**config.mk**
```make
export PLATFORM = sky130hd
export DESIGN_NAME = sevrep_top
export DESIGN_NICKNAME = d
export VERILOG_FILES = /design/src/sevrep_pkg.sv /design/src/sevrep_event_byte.sv /design/src/sevrep_poll_request.sv /design/src/sevrep_top.sv
export VERILOG_INCLUDE_DIRS = /design/src /design/src/src
export SDC_FILE = /design/constraint.sdc
export NUM_CORES = 1
export LEC_CHECK = 0
export ABC_AREA = 1
export BUFFER_PORTS_ARGS = -buffer_cell sky130_fd_sc_hd__buf_2
export CORE_MARGIN = 10
export CORE_UTILIZATION = 40
export CTS_BUF_LIST = sky130_fd_sc_hd__clkbuf_16
export CTS_CLUSTER_DIAMETER = 100
export CTS_CLUSTER_SIZE = 28
export DETAILED_ROUTE_END_ITERATION = 10
export PLACE_DENSITY = 0.71
export SETUP_SLACK_MARGIN = 0.4
export SKIP_LAST_GASP = 1
export SLEW_MARGIN = 20
export SYNTH_ARGS = -nofsm -noshare
export SYNTH_HDL_FRONTEND = slang
export SYNTH_SLANG_ARGS = --single-unit
export TNS_END_PERCENT = 100
```
**constraint.sdc**
```tcl
create_clock -name sys_clk -period 1.9 [get_ports sys_clk]
set_input_delay 0.38 -clock sys_clk [delete_from_list [all_inputs] [get_ports sys_clk]]
set_output_delay 0.38 -clock sys_clk [all_outputs]
set_load 0.02 [all_outputs]
```
**src/sevrep_defines.svh**
```systemverilog
// sevrep_defines.svh: offsets, bit positions and reset values for status reporting
// assumes inclusion by bare name from the modules
`ifndef SEVREP_DEFINES_SVH
`define SEVREP_DEFINES_SVH
// ----------------------------------------
// register selects on the command port
// ----------------------------------------
`define SEVREP_SEL_POLL     3'h0
`define SEVREP_SEL_STD      3'h1
`define SEVREP_SEL_CNT      3'h2
`define SEVREP_SEL_ERR      3'h3
`define SEVREP_SEL_POLL_EN  3'h4
`define SEVREP_SEL_STD_EN   3'h5
`define SEVREP_SEL_CNT_EN   3'h6
`define SEVREP_SEL_ERR_EN   3'h7
// ----------------------------------------
// serial-poll bit positions
// ----------------------------------------
`define SEVREP_SP_READY     0
`define SEVREP_SP_PRINT     1
`define SEVREP_SP_ERROR     2
`define SEVREP_SP_COUNTER   3
`define SEVREP_SP_QUEUE     4
`define SEVREP_SP_STD       5
`define SEVREP_SP_REQUEST   6
`define SEVREP_SP_SCAN      7
// ----------------------------------------
// standard event bit positions
// ----------------------------------------
`define SEVREP_SE_OPC       0
`define SEVREP_SE_QUERY     2
`define SEVREP_SE_EXEC      4
`define SEVREP_SE_CMD       5
`define SEVREP_SE_USER      6
`define SEVREP_SE_PON       7
`define SEVREP_SE_USED      8'hf5
`define SEVREP_CE_USED      8'h7f
// ----------------------------------------
// reset values
// ----------------------------------------
`define SEVREP_BYTE_RST     8'h00
`endif

```
**src/sevrep_pkg.sv**
```systemverilog
// sevrep_pkg.sv: types shared by the status reporting block
// assumes sevrep_defines.svh is on the include path
package sevrep_pkg;
   typedef logic [7:0] sevrep_byte_t;
   typedef logic [2:0] sevrep_sel_t;
   typedef logic [2:0] sevrep_bit_t;
   typedef enum logic [1:0] {
      SEVREP_OP_NONE  = 2'b00,
      SEVREP_OP_READ  = 2'b01,
      SEVREP_OP_BIT   = 2'b10,
      SEVREP_OP_WRITE = 2'b11
   } sevrep_op_t;
endpackage

```
**src/sevrep_event_byte.sv**
```systemverilog
// sevrep_event_byte.sv: one sticky event byte with mask and summary
// assumes read and clear strobes are one-cycle pulses on sys_clk
`timescale 1ns/10ps
`include "sevrep_defines.svh"
module sevrep_event_byte #(
   parameter logic [7:0] USED = 8'hff
) (
   // clock and reset
   input  wire logic                   sys_clk,
   input  wire logic                   arst_n,
   // event inputs
   input  wire sevrep_pkg::sevrep_byte_t set_bits,
   // clearing
   input  wire sevrep_pkg::sevrep_byte_t clr_bits,
   // mask
   input  wire sevrep_pkg::sevrep_byte_t mask,
   // state
   output sevrep_pkg::sevrep_byte_t   flags,
   output logic                       summary
);
   import sevrep_pkg::*;
   typedef struct packed {
      sevrep_byte_t flags;
      logic         summary;
   } sevrep_eb_state_t;
   sevrep_eb_state_t st;
   sevrep_eb_state_t next_st;
   // ----------------------------------------
   // latch, clear, summarise
   // ----------------------------------------
   always_comb begin
      next_st = st;
      // set wins over clear, unused bits stay zero
      next_st.flags = ((st.flags & ~clr_bits) | set_bits) & USED;
      // masked summary tracks current flags
      next_st.summary = |(next_st.flags & mask);
   end
   always_ff @(posedge sys_clk or negedge arst_n) begin
      if (!arst_n) begin
         st <= '0;
      end else begin
         st <= next_st;
      end
   end
   assign flags   = st.flags;
   assign summary = st.summary;
endmodule

```
**src/sevrep_poll_request.sv**
```systemverilog
// sevrep_poll_request.sv: serial-poll byte masking and request edge detect
// assumes all inputs are registered on sys_clk
`timescale 1ns/10ps
`include "sevrep_defines.svh"
module sevrep_poll_request (
   // clock and reset
   input  wire logic                     sys_clk,
   input  wire logic                     arst_n,
   // sources
   input  wire sevrep_pkg::sevrep_byte_t raw_poll,
   input  wire sevrep_pkg::sevrep_byte_t poll_mask,
   input  wire logic                     clr_request,
   // results
   output logic                          request
);
   import sevrep_pkg::*;
   typedef struct packed {
      sevrep_byte_t prev;
      logic         request;
   } sevrep_pr_state_t;
   sevrep_pr_state_t st;
   sevrep_pr_state_t next_st;
   sevrep_byte_t     masked;
   // ----------------------------------------
   // rising enabled bit raises request
   // ----------------------------------------
   always_comb begin
      next_st = st;
      masked  = raw_poll & poll_mask;
      masked[`SEVREP_SP_REQUEST] = 1'b0;
      next_st.prev = masked;
      if (|(masked & ~st.prev)) begin
         next_st.request = 1'b1;
      end else if (clr_request) begin
         next_st.request = 1'b0;
      end
   end
   always_ff @(posedge sys_clk or negedge arst_n) begin
      if (!arst_n) begin
         st <= '0;
      end else begin
         st <= next_st;
      end
   end
   assign request = st.request;
endmodule

```
**src/sevrep_top.sv**
```systemverilog
// sevrep_top.sv: status event reporting for the instrument command layer
// assumes the command parser drives one-cycle operations synchronous to sys_clk
//
// Overview of operation
// serial-poll reads never change its contents
// error byte read returns then clears
// counter byte read returns then clears
// error enable mask written and read back
// counter enable mask written and read back
// poll bits 0,1,7 show idle states
// poll bits 2,3,5 are masked summaries
// poll bit 4 shows queue not empty
// summaries follow masked status continuously
// enabled poll bit set raises request
// request only on rising enabled bit
// std bit 2 queue overflow; 1,3 zero
// std bits 4,5 execution and command errors
// std bits 0,6,7 opc, user, power-on
// standard event bits latch until cleared
// counter bits 0-3 triggers and armed
// counter bits 4-6 overloads, bit 7 zero
// counter bits latch until read or clear
// power-on clears masks if pon-clear set
// clear-status clears bytes, keeps masks
// serial-poll enable mask host writable
// standard byte read returns then clears
// summaries are or of masked bytes
`timescale 1ns/10ps
`include "sevrep_defines.svh"
module sevrep_top (
   // clock and reset
   input  wire logic                     sys_clk,
   input  wire logic                     arst_n,
   // power-on
   input  wire logic                     power_on_pulse,
   input  wire logic                     pon_clear,
   // command port
   input  wire sevrep_pkg::sevrep_op_t   cmd_op,
   input  wire sevrep_pkg::sevrep_sel_t  cmd_sel,
   input  wire sevrep_pkg::sevrep_bit_t  cmd_bit,
   input  wire sevrep_pkg::sevrep_byte_t cmd_wdata,
   input  wire logic                     clear_status,
   output sevrep_pkg::sevrep_byte_t      rsp_data,
   output logic                          rsp_valid,
   // standard events
   input  wire logic                     opc_done,
   input  wire logic                     queue_overflow,
   input  wire logic                     exec_error,
   input  wire logic                     cmd_error,
   input  wire logic                     user_request_flag,
   // counter events
   input  wire logic [6:0]               counter_events,
   // error events
   input  wire sevrep_pkg::sevrep_byte_t error_events,
   // activity
   input  wire logic                     meas_busy,
   input  wire logic                     print_busy,
   input  wire logic                     scan_busy,
   input  wire logic                     queue_not_empty,
   // outputs
   output sevrep_pkg::sevrep_byte_t      serial_poll_summary,
   output logic                          service_request
);
   import sevrep_pkg::*;
   typedef struct packed {
      sevrep_byte_t poll_en;
      sevrep_byte_t std_en;
      sevrep_byte_t cnt_en;
      sevrep_byte_t err_en;
      sevrep_byte_t rsp_data;
      logic         rsp_valid;
      sevrep_byte_t poll;
      logic         request;
   } sevrep_top_state_t;
   sevrep_top_state_t st;
   sevrep_top_state_t next_st;
   sevrep_byte_t std_flags;
   sevrep_byte_t cnt_flags;
   sevrep_byte_t err_flags;
   logic         std_sum;
   logic         cnt_sum;
   logic         err_sum;
   logic         request;
   sevrep_byte_t std_set;
   sevrep_byte_t cnt_set;
   sevrep_byte_t std_clr;
   sevrep_byte_t cnt_clr;
   sevrep_byte_t err_clr;
   sevrep_byte_t raw_poll;
   // ----------------------------------------
   // read clear mask for a selected byte
   // ----------------------------------------
   function automatic sevrep_byte_t read_clear(input sevrep_sel_t want, input sevrep_op_t op,
                                                input sevrep_sel_t sel, input sevrep_bit_t bitn,
                                                input logic cls);
      sevrep_byte_t m;
      m = 8'h00;
      if (sel == want && op == SEVREP_OP_READ) begin
         m = 8'hff;
      end else if (sel == want && op == SEVREP_OP_BIT) begin
         m = 8'h01 << bitn;
      end
      if (cls) begin
         m = 8'hff;
      end
      return m;
   endfunction
   // ----------------------------------------
   // event sources
   // ----------------------------------------
   always_comb begin
      std_set = 8'h00;
      std_set[`SEVREP_SE_OPC]   = opc_done;
      std_set[`SEVREP_SE_QUERY] = queue_overflow;
      std_set[`SEVREP_SE_EXEC]  = exec_error;
      std_set[`SEVREP_SE_CMD]   = cmd_error;
      std_set[`SEVREP_SE_USER]  = user_request_flag;
      std_set[`SEVREP_SE_PON]   = power_on_pulse;
      cnt_set = {1'b0, counter_events};
   end
   assign std_clr = read_clear(`SEVREP_SEL_STD, cmd_op, cmd_sel, cmd_bit, clear_status);
   assign cnt_clr = read_clear(`SEVREP_SEL_CNT, cmd_op, cmd_sel, cmd_bit, clear_status);
   assign err_clr = read_clear(`SEVREP_SEL_ERR, cmd_op, cmd_sel, cmd_bit, clear_status);
   // ----------------------------------------
   // event bytes
   // ----------------------------------------
   sevrep_event_byte #(.USED(`SEVREP_SE_USED)) u_std (
      .sys_clk  (sys_clk),
      .arst_n   (arst_n),
      .set_bits (std_set),
      .clr_bits (std_clr),
      .mask     (st.std_en),
      .flags    (std_flags),
      .summary  (std_sum)
   );
   sevrep_event_byte #(.USED(`SEVREP_CE_USED)) u_cnt (
      .sys_clk  (sys_clk),
      .arst_n   (arst_n),
      .set_bits (cnt_set),
      .clr_bits (cnt_clr),
      .mask     (st.cnt_en),
      .flags    (cnt_flags),
      .summary  (cnt_sum)
   );
   sevrep_event_byte #(.USED(8'hff)) u_err (
      .sys_clk  (sys_clk),
      .arst_n   (arst_n),
      .set_bits (error_events),
      .clr_bits (err_clr),
      .mask     (st.err_en),
      .flags    (err_flags),
      .summary  (err_sum)
   );
   // ----------------------------------------
   // serial-poll assembly
   // ----------------------------------------
   always_comb begin
      raw_poll = 8'h00;
      raw_poll[`SEVREP_SP_READY]   = ~meas_busy;
      raw_poll[`SEVREP_SP_PRINT]   = ~print_busy;
      raw_poll[`SEVREP_SP_SCAN]    = ~scan_busy;
      raw_poll[`SEVREP_SP_ERROR]   = err_sum;
      raw_poll[`SEVREP_SP_COUNTER] = cnt_sum;
      raw_poll[`SEVREP_SP_STD]     = std_sum;
      raw_poll[`SEVREP_SP_QUEUE]   = queue_not_empty;
      raw_poll[`SEVREP_SP_REQUEST] = request;
   end
   sevrep_poll_request u_req (
      .sys_clk     (sys_clk),
      .arst_n      (arst_n),
      .raw_poll    (raw_poll),
      .poll_mask   (st.poll_en),
      .clr_request (clear_status),
      .request     (request)
   );
   // ----------------------------------------
   // masks, responses, outputs
   // ----------------------------------------
   always_comb begin
      next_st = st;
      next_st.rsp_valid = 1'b0;
      next_st.poll      = raw_poll;
      next_st.request   = request;
      if (power_on_pulse && pon_clear) begin
         next_st.poll_en = `SEVREP_BYTE_RST;
         next_st.std_en  = `SEVREP_BYTE_RST;
         next_st.cnt_en  = `SEVREP_BYTE_RST;
         next_st.err_en  = `SEVREP_BYTE_RST;
      end else if (cmd_op == SEVREP_OP_WRITE) begin
         unique case (cmd_sel)
            `SEVREP_SEL_POLL_EN: next_st.poll_en = cmd_wdata;
            `SEVREP_SEL_STD_EN:  next_st.std_en  = cmd_wdata;
            `SEVREP_SEL_CNT_EN:  next_st.cnt_en  = cmd_wdata;
            `SEVREP_SEL_ERR_EN:  next_st.err_en  = cmd_wdata;
            default:             next_st.poll_en = st.poll_en;
         endcase
      end
      if (cmd_op == SEVREP_OP_READ || cmd_op == SEVREP_OP_BIT) begin
         next_st.rsp_valid = 1'b1;
         unique case (cmd_sel)
            `SEVREP_SEL_POLL:    next_st.rsp_data = raw_poll;
            `SEVREP_SEL_STD:     next_st.rsp_data = std_flags;
            `SEVREP_SEL_CNT:     next_st.rsp_data = cnt_flags;
            `SEVREP_SEL_ERR:     next_st.rsp_data = err_flags;
            `SEVREP_SEL_POLL_EN: next_st.rsp_data = st.poll_en;
            `SEVREP_SEL_STD_EN:  next_st.rsp_data = st.std_en;
            `SEVREP_SEL_CNT_EN:  next_st.rsp_data = st.cnt_en;
            `SEVREP_SEL_ERR_EN:  next_st.rsp_data = st.err_en;
         endcase
         if (cmd_op == SEVREP_OP_BIT) begin
            next_st.rsp_data = {7'h00, next_st.rsp_data[cmd_bit]};
         end
      end
   end
   always_ff @(posedge sys_clk or negedge arst_n) begin
      if (!arst_n) begin
         st <= '0;
      end else begin
         st <= next_st;
      end
   end
   assign rsp_data            = st.rsp_data;
   assign rsp_valid           = st.rsp_valid;
   assign serial_poll_summary = st.poll;
   assign service_request     = st.request;
endmodule

```
==> flow_summary.rst, run 1 <==
.. list-table::
   :header-rows: 1

   * - Metric
     - Value
   * - Leftover overflow at the end of global routing
     - 0
   * - Worst r2r path cells
     - 10
   * - Worst IR Drop VDD
     - 0.426 mV
   * - Synth area leader
     - sky130_fd_sc_hd__dfrtp_1
   * - Die span in y
     - ~120 µm
   * - Fraction of the core area covered by cells at the end of the flow
     - 0.505
   * - Reg clk slew, reported paths
     - 0.06 ns
   * - Yosys warning total
     - 0
   * - Power density of the placed cells
     - 929 nW/µm²
   * - Transition time of the tightest slew-check pin
     - 0.459 ns
   * - Routing usage on met1
     - 0.203
   * - Unrepaired setup endpoints after global routing
     - true
   * - Met3 global-route usage
     - 0.0395
   * - # H-tree levels
     - 3
   * - Origin of the critical flop-to-flop path
     - st[24]
   * - Via count of the first global-routing pass
     - ~3700
   * - First-pass GRT wire length
     - around 20000 µm
   * - Clock Sinks
     - 81
   * - Starting density of the core
     - 0.409
   * - TritonCTS Buffers
     - 9
   * - Number of remaining DRC errors
     - 0
   * - Power Total
     - 4.85 mW
   * - Synth area leaders
     - sky130_fd_sc_hd__dfrtp_1, sky130_fd_sc_hd__nand2_1, sky130_fd_sc_hd__inv_1
   * - Total die area
     - 15100 µm²
   * - Die width
     - 123 µm
   * - Data arrival, critical path
     - 1.66 ns
   * - Commonest cells after routing, fill and taps aside
     - sky130_fd_sc_hd__nand2_1, sky130_fd_sc_hd__dfrtp_1, sky130_fd_sc_hd__inv_1
   * - Hold_sp
     - queue_not_empty
   * - Number of detailed-route iterations in the first pass
     - 5
   * - Most common library cell in the layout ignoring fill and taps
     - sky130_fd_sc_hd__nand2_1
   * - Synthesized area divided by synthesized cell count
     - 8.56 µm²
   * - Area post-placement
     - 4630 µm²
   * - Worst-path maximum fanout
     - 7
   * - WHS Path Cells
     - 1
   * - Count of filler cells inserted in the layout
     - 958
   * - Top-Level Pins
     - 63
   * - Crit path from
     - cmd_op[0]
   * - Fraction of final layout cells sized beyond drive strength 1
     - 0.271
   * - Routed WL
     - 12500 µm
   * - Count of distinct cell types in the synthesized netlist
     - 32
   * - Worst min-delay path class
     - primary input to flop
   * - Kind of end point of the critical path
     - flop
   * - Seq/Total Area, Yosys
     - 0.480
   * - Routed length per placed instance
     - 17.8 µm
   * - Setup skew after layout
     - ~0.0055 ns
   * - Average via count per standard cell
     - 5.23
   * - Buffer levels on the longest clock path
     - 2
   * - Growth of design area from synthesis to finish
     - 23.6%
   * - Static leakage power
     - roughly 2.6 nW
   * - WHS Endpoint
     - serial_poll_summary[4]
   * - Layout Cells excl Fill
     - 705
   * - Cell area after synthesis
     - around 4200 µm²
   * - Post-layout nets
     - 612
   * - Number of max-slew violations in the final report
     - 0
   * - Instance count of the mapped netlist
     - between 400 and 500
   * - FP Rows
     - 37
   * - Period utilization
     - 0.767
   * - Final setup violation count
     - 0
   * - Pin count of the biggest net entering global routing
     - 51
   * - Run status
     - finished clean
   * - Max Freq
     - 687 MHz
   * - HPWL after detailed placement
     - 9750 µm
   * - Insertion delay of the later-clocked pin in the worst-skew pair
     - 0.34 ns
   * - Final Hold Vio Count
     - 0
   * - Root cell of the clock tree
     - sky130_fd_sc_hd__clkbuf_16
   * - Design Area, Final
     - 5220 µm²
   * - Reg2Reg Capture Point
     - rsp_data[0]
   * - Iteration-0 DRC Markers
     - 265
   * - Post-synth net total
     - 541
   * - Crit path time final
     - 1.46 ns
   * - Post-Place Cells
     - 673
   * - Standard cell core area
     - approximately 10000 µm²
   * - Category of the worst setup path launch point
     - primary input
   * - Count of vias placed by the detailed router
     - 3685
   * - Reg-to-reg setup timing slack
     - 0.52 ns
   * - Worst slew margin relative to its limit
     - 0.693
   * - Fraction of synthesized cell area taken by the top area cell type
     - 0.480
   * - Flops & latches, synth
     - 81
   * - Number of antenna violations at the first check in global routing
     - 0
   * - Worst EP required
     - 2.10 ns
   * - Count of buffers from port buffering
     - just over 60
   * - Critical path start-end classification
     - primary input to flop
   * - Busiest layer in global routing
     - met2
   * - Remaining antenna violation count
     - 0
   * - Final weighted congestion of routability-driven global placement
     - 0.955
   * - # Max-Cap Violations
     - 0
   * - TritonCTS clock tree
     - built
   * - Diodes inserted
     - 0
   * - GRT Resource Usage Total
     - 0.169
   * - Global Route met2 Usage
     - 0.282
==> synthesized netlist by cell type, drive strengths merged <==
| cell type | instances |
|---|---|
| nand2 | 103 |
| dfrtp | 81 |
| inv | 70 |
| nor2 | 55 |
| nand3 | 32 |
| nand4 | 32 |
| buf | 26 |
| o21ai | 22 |
| mux2 | 20 |
| a21oi | 12 |
| o21bai | 8 |
| a22o | 6 |
| a41o | 5 |
| nor3 | 4 |
| clkbuf | 3 |
| ha | 3 |
| o22ai | 3 |
| or2 | 3 |
| o211ai | 2 |
| a32o | 1 |
| clkinv | 1 |
| nor4 | 1 |
==> stage by stage <==
step | setup WS [ns] | TNS, ns | hold WS (ns)
2_1_floorplan | 0.404 | 0 | 0.0844
3_3_place_gp | 0.0172 | 0 | 0.342
3_5_place_dp | -0.0216 | -0.0233 | 0.354
4_1_cts | 0.346 | 0 | 0.189
5_1_grt | 0.310 | 0 | 0.190
6_report | 0.444 | 0 | 0.190
==> metal layers <==
layer	share of wire	routed length (µm)	vias up
met2	0.49	6180	125
met4	0.019	244	0
met3	0.074	933	19
li1	-	-	1753
met5	0	0	-
met1	0.41	5180	1788
==> worst max path at each step <==
stage,slack [ns],to
after CTS,0.35,u_err.summary
final,0.44,u_err.summary
after global routing,0.31,u_err.summary
after floorplan,0.40,u_std.summary
after detailed placement,-0.02,u_err.summary
after global placement,0.02,rsp_data[0]
==> sequential cells by signal, summed over array words and instances (netlist names), 6 cells and up <==
signal and flops:
u_cnt.flags 7, u_err.flags 8, st 32, u_std.flags 6, u_req.st 7, serial_poll_summary 8
rsp_data 8
==> final cells by class <==
type,count,area (µm²),share of cell area
Timing Repair Buffer,89,586,0.112
Clock buffer,9,225,0.0432
Sequential cell,81,2030,0.389
Multi-Input combinational cell,312,1840,0.352
Tap cell,136,170,0.0326
Clock inverter,7,78.8,0.0151
Inverter,71,292,0.0559
==> cell families (layout without fill, tap and decap cells) <==
group | after synthesis | after routing | synth area share
multiplexers | 20 | 20 | 0.0534
flip-flops | 81 | 81 | 0.480
buffers and inverters | 100 | 176 | 0.115
adder cells (fa/ha/maj) | 3 | 3 | 0.00890
AND/OR/NAND/NOR | 230 | 230 | 0.253
AO/OA/AOI/OAI | 59 | 59 | 0.0892
==> power by group <==
group / internal (mW) / switching [mW]
Sequential: 1.96 / 0.169
Combinational: 0.367 / 0.568
Clock: 1.13 / 0.659
Total: 3.45 / 1.40
==> worst max-delay path: stages <==
cell	delay, ns
sky130_fd_sc_hd__buf_8	0.10
sky130_fd_sc_hd__inv_4	0.05
sky130_fd_sc_hd__ha_4	0.14
sky130_fd_sc_hd__clkinv_4	0.08
sky130_fd_sc_hd__nor2_4	0.21
sky130_fd_sc_hd__nand3_2	0.08
sky130_fd_sc_hd__nand4_1	0.08
sky130_fd_sc_hd__nand2_1	0.08
sky130_fd_sc_hd__nand2_1	0.08
sky130_fd_sc_hd__nand2_1	0.07
sky130_fd_sc_hd__nor3_2	0.17
sky130_fd_sc_hd__nand4_1	0.14
==> timing repair <==
item	in CTS	in global routing
setup buffers	0	15
hold buffers	1	0
hold endpoints to repair	17	0
resized for setup	2	37
pin swaps	1	15
endpoints found under the setup margin	4	13
No activity file was read; power rests on OpenSTA's default activity.
==> inputs of run 2 (changes only) <==
- clock period: 1.9 -> 1.5 ns (I/O delays scaled with it)
==> flow_summary.rst, run 2 (synthesis results as in run 1) <==
.. list-table::
   :header-rows: 1

   * - Metric
     - Value
   * - TritonCTS Buffers
     - 9
   * - Final weighted congestion of routability-driven global placement
     - 0.962
   * - Data arrival, critical path
     - 1.59 ns
   * - Unrepaired setup endpoints after global routing
     - true
   * - Worst path top cell family by delay
     - simple AND/OR/NAND/NOR gates
   * - Setup WS pre-CTS
     - -0.349 ns
   * - Worst IR Drop VDD
     - between 0.4 and 0.5 mV
   * - Growth of design area from synthesis to finish
     - 49.5%
   * - Leftover overflow at the end of global routing
     - 0
   * - Post-Place Cells
     - 738
   * - First-pass GRT wire length
     - 22500 µm
   * - Master of the slowest instance on the critical path
     - sky130_fd_sc_hd__dfrtp_1
   * - Buffer levels on the longest clock path
     - 2
   * - Diodes inserted
     - 0
   * - Post-layout nets
     - 702
   * - Critical path destination
     - rsp_data[0]
   * - HPWL after detailed placement
     - 10700 µm
   * - Number of max-slew violations in the final report
     - 0
   * - FP Rows
     - 37
   * - Period utilization
     - 0.908
   * - Origin of the critical flop-to-flop path
     - st[33]
   * - Total die area
     - approximately 15000 µm²
   * - TritonCTS clock tree
     - built
   * - Bufs and invs on worst path
     - 0
   * - Crit. path cell count
     - 10
   * - Design Area, Final
     - ~6300 µm²
   * - Worst-path maximum fanout
     - 2
   * - Pin count of the biggest net entering global routing
     - 27
   * - Psw
     - around 2 mW
   * - Library cell appearing most often on the critical path
     - sky130_fd_sc_hd__nand2_1
   * - Worst min-delay path class
     - primary input to flop
   * - Count of buffers from port buffering
     - 62
   * - Reg clk slew, reported paths
     - 0.06 ns
   * - Count of filler cells inserted in the layout
     - 868
   * - Power density of the placed cells
     - 1050 nW/µm²
   * - Register with the most flip-flops
     - st
   * - Category of the worst setup path launch point
     - flop
   * - Average via count per standard cell
     - slightly above 5
   * - Area of combinational cells with multiple inputs
     - 2030 µm²
   * - Remaining antenna violation count
     - 0
   * - Die width
     - 123 µm
   * - Aggregate negative setup slack
     - 0 ns
   * - Crit path time final
     - 1.36 ns
   * - Critical path start-end classification
     - flop to flop
   * - Share of total power in the clock network
     - 0.324
   * - # H-tree levels
     - 3
   * - Number of remaining DRC errors
     - 0
   * - Worst EP required
     - 1.73 ns
   * - Run status
     - finished clean
   * - Clock Sinks
     - 81
   * - Transition time of the tightest slew-check pin
     - 0.398 ns
   * - Max Freq
     - 734 MHz
   * - Commonest cells after routing, fill and taps aside
     - sky130_fd_sc_hd__buf_4, sky130_fd_sc_hd__nand2_1, sky130_fd_sc_hd__dfrtp_1
   * - Setup skew after layout
     - between 0.004 and 0.005 ns
   * - Via count of the first global-routing pass
     - around 4200
   * - Power Total
     - 6.64 mW
   * - Die span in y
     - 123 µm
   * - # Max-Cap Violations
     - 0
   * - Reg-to-reg setup timing slack
     - 0.14 ns
   * - Critical path's largest stage delay
     - approximately 0.4 ns
   * - Top-Level Pins
     - 63
   * - Starting density of the core
     - 0.409
   * - Routed length per placed instance
     - 18.3 µm
   * - Layout Cells excl Fill
     - slightly below 800
   * - Final worst setup slack
     - 0.137 ns
   * - Cell-internal power
     - 4.65 mW
   * - Static leakage power
     - 3.23 nW
   * - GRT Resource Usage Total
     - 0.193
   * - Number of detailed-route iterations in the first pass
     - 5
   * - Kind of end point of the critical path
     - flop
   * - Number of antenna violations at the first check in global routing
     - 0
   * - Part of the total power dissipated in combinational logic
     - 0.270
   * - Most common library cell in the layout ignoring fill and taps
     - sky130_fd_sc_hd__buf_4
   * - Number of flip-flops in the largest register
     - 32
   * - Cell Chain, Critical Path
     - nand4_1, o21ai_1, nor2_1, nand3_1, nand2_1, nand2_1, nor2_1, nand2_1, nand2_1, a21oi_1
   * - Iteration-0 DRC Markers
     - 379
   * - Insertion delay of the later-clocked pin in the worst-skew pair
     - 0.34 ns
   * - WHS Path Cells
     - 1
   * - Count of vias placed by the detailed router
     - 4114
   * - Final Hold Vio Count
     - 0
   * - Root cell of the clock tree
     - sky130_fd_sc_hd__clkbuf_16
   * - Routed WL
     - 14600 µm
   * - Hold_sp
     - queue_not_empty
   * - Final setup violation count
     - 0
   * - Area post-placement
     - 5190 µm²
   * - Standard cell core area
     - around 10000 µm²
   * - Sw frac
     - 0.300
   * - Reg2Reg Capture Point
     - rsp_data[0]
   * - Fraction of final layout cells sized beyond drive strength 1
     - 0.429
   * - Sequential cell area
     - 2030 µm²
   * - Seq pwr share
     - 0.406
   * - Worst slew margin relative to its limit
     - 0.734
   * - Worst r2r path cells
     - 10
   * - Crit path from
     - st[33]
## run 2: cell types whose count changed in the layout (fill, tap and decap cells not counted), moves of 5 or more
cell / delta
sky130_fd_sc_hd__buf_2: -18
sky130_fd_sc_hd__buf_4: +67
sky130_fd_sc_hd__buf_6: +35
sky130_fd_sc_hd__inv_1: -8
sky130_fd_sc_hd__inv_2: +5
sky130_fd_sc_hd__mux2_2: -5
sky130_fd_sc_hd__mux2_4: +5
sky130_fd_sc_hd__nand2_1: -12
sky130_fd_sc_hd__nand2_2: +6
sky130_fd_sc_hd__nand2_4: +6
sky130_fd_sc_hd__nand3_1: -5
sky130_fd_sc_hd__nor2_1: -6
sky130_fd_sc_hd__o21ai_0: -9
sky130_fd_sc_hd__o21ai_1: +5
## run 2: how the worst min path moves through the flow
stage,to
global route,serial_poll_summary[4]
finish,serial_poll_summary[4]
global placement,serial_poll_summary[6]
detailed placement,serial_poll_summary[6]
CTS,serial_poll_summary[4]
floorplan,rsp_data[0]
## run 2: metal layers
metal	GRT usage	wire length (µm)
met2	0.332	7320
met4	0.0795	488
met3	0.0381	939
met1	0.231	5830
met5	0	0
## run 2: cell type report
| class | instances | share of cell area |
|---|---|---|
| Clock buffer | 9 | 0.0357 |
| Multi-Input combinational cell | 313 | 0.321 |
| Inverter | 71 | 0.0482 |
| Timing Repair inverter | 2 | 0.00238 |
| Clock inverter | 7 | 0.00991 |
| Sequential cell | 81 | 0.321 |
| Timing Repair Buffer | 176 | 0.234 |
| Tap cell | 136 | 0.0270 |
## run 2: power by group through the flow
stage | Sequential, mW | Combinational (mW) | Clock (mW)
floorplan | 2.64 | 0.819 | 0
global placement | 2.70 | 1.30 | 0
detailed placement | 2.71 | 1.32 | 0
CTS | 2.68 | 1.66 | 2.16
global route | 2.72 | 1.93 | 2.26
finish | 2.70 | 1.79 | 2.15
## run 2: worst reg2reg max path, cell delays in order (launching register included)
cell and delay [ns]:
sky130_fd_sc_hd__dfrtp_1 0.40, sky130_fd_sc_hd__nand4_1 0.09, sky130_fd_sc_hd__o21ai_1 0.08, sky130_fd_sc_hd__nor2_1 0.14
sky130_fd_sc_hd__nand3_1 0.13, sky130_fd_sc_hd__nand2_1 0.09, sky130_fd_sc_hd__nand2_1 0.05, sky130_fd_sc_hd__nor2_1 0.09
sky130_fd_sc_hd__nand2_1 0.06, sky130_fd_sc_hd__nand2_1 0.07, sky130_fd_sc_hd__a21oi_1 0.05
## run 2: what timing repair did
action                                  4_1_cts  5_1_grt
endpoints found under the setup margin       64       62
hold buffers                                  1        0
cloned                                        5        1
setup buffers                                26        8
pin swaps                                    55       38
hold endpoints to repair                     21        0
resized for setup                           107       47
## run 2: per-stage QoR
stage | utilization | hold WS [ns]
final | 0.611 | 0.102
after global routing | 0.611 | 0.104
after CTS | 0.591 | 0.103
after detailed placement | 0.503 | 0.230
after global placement | 0.503 | 0.223
after floorplan | - | 0.00441
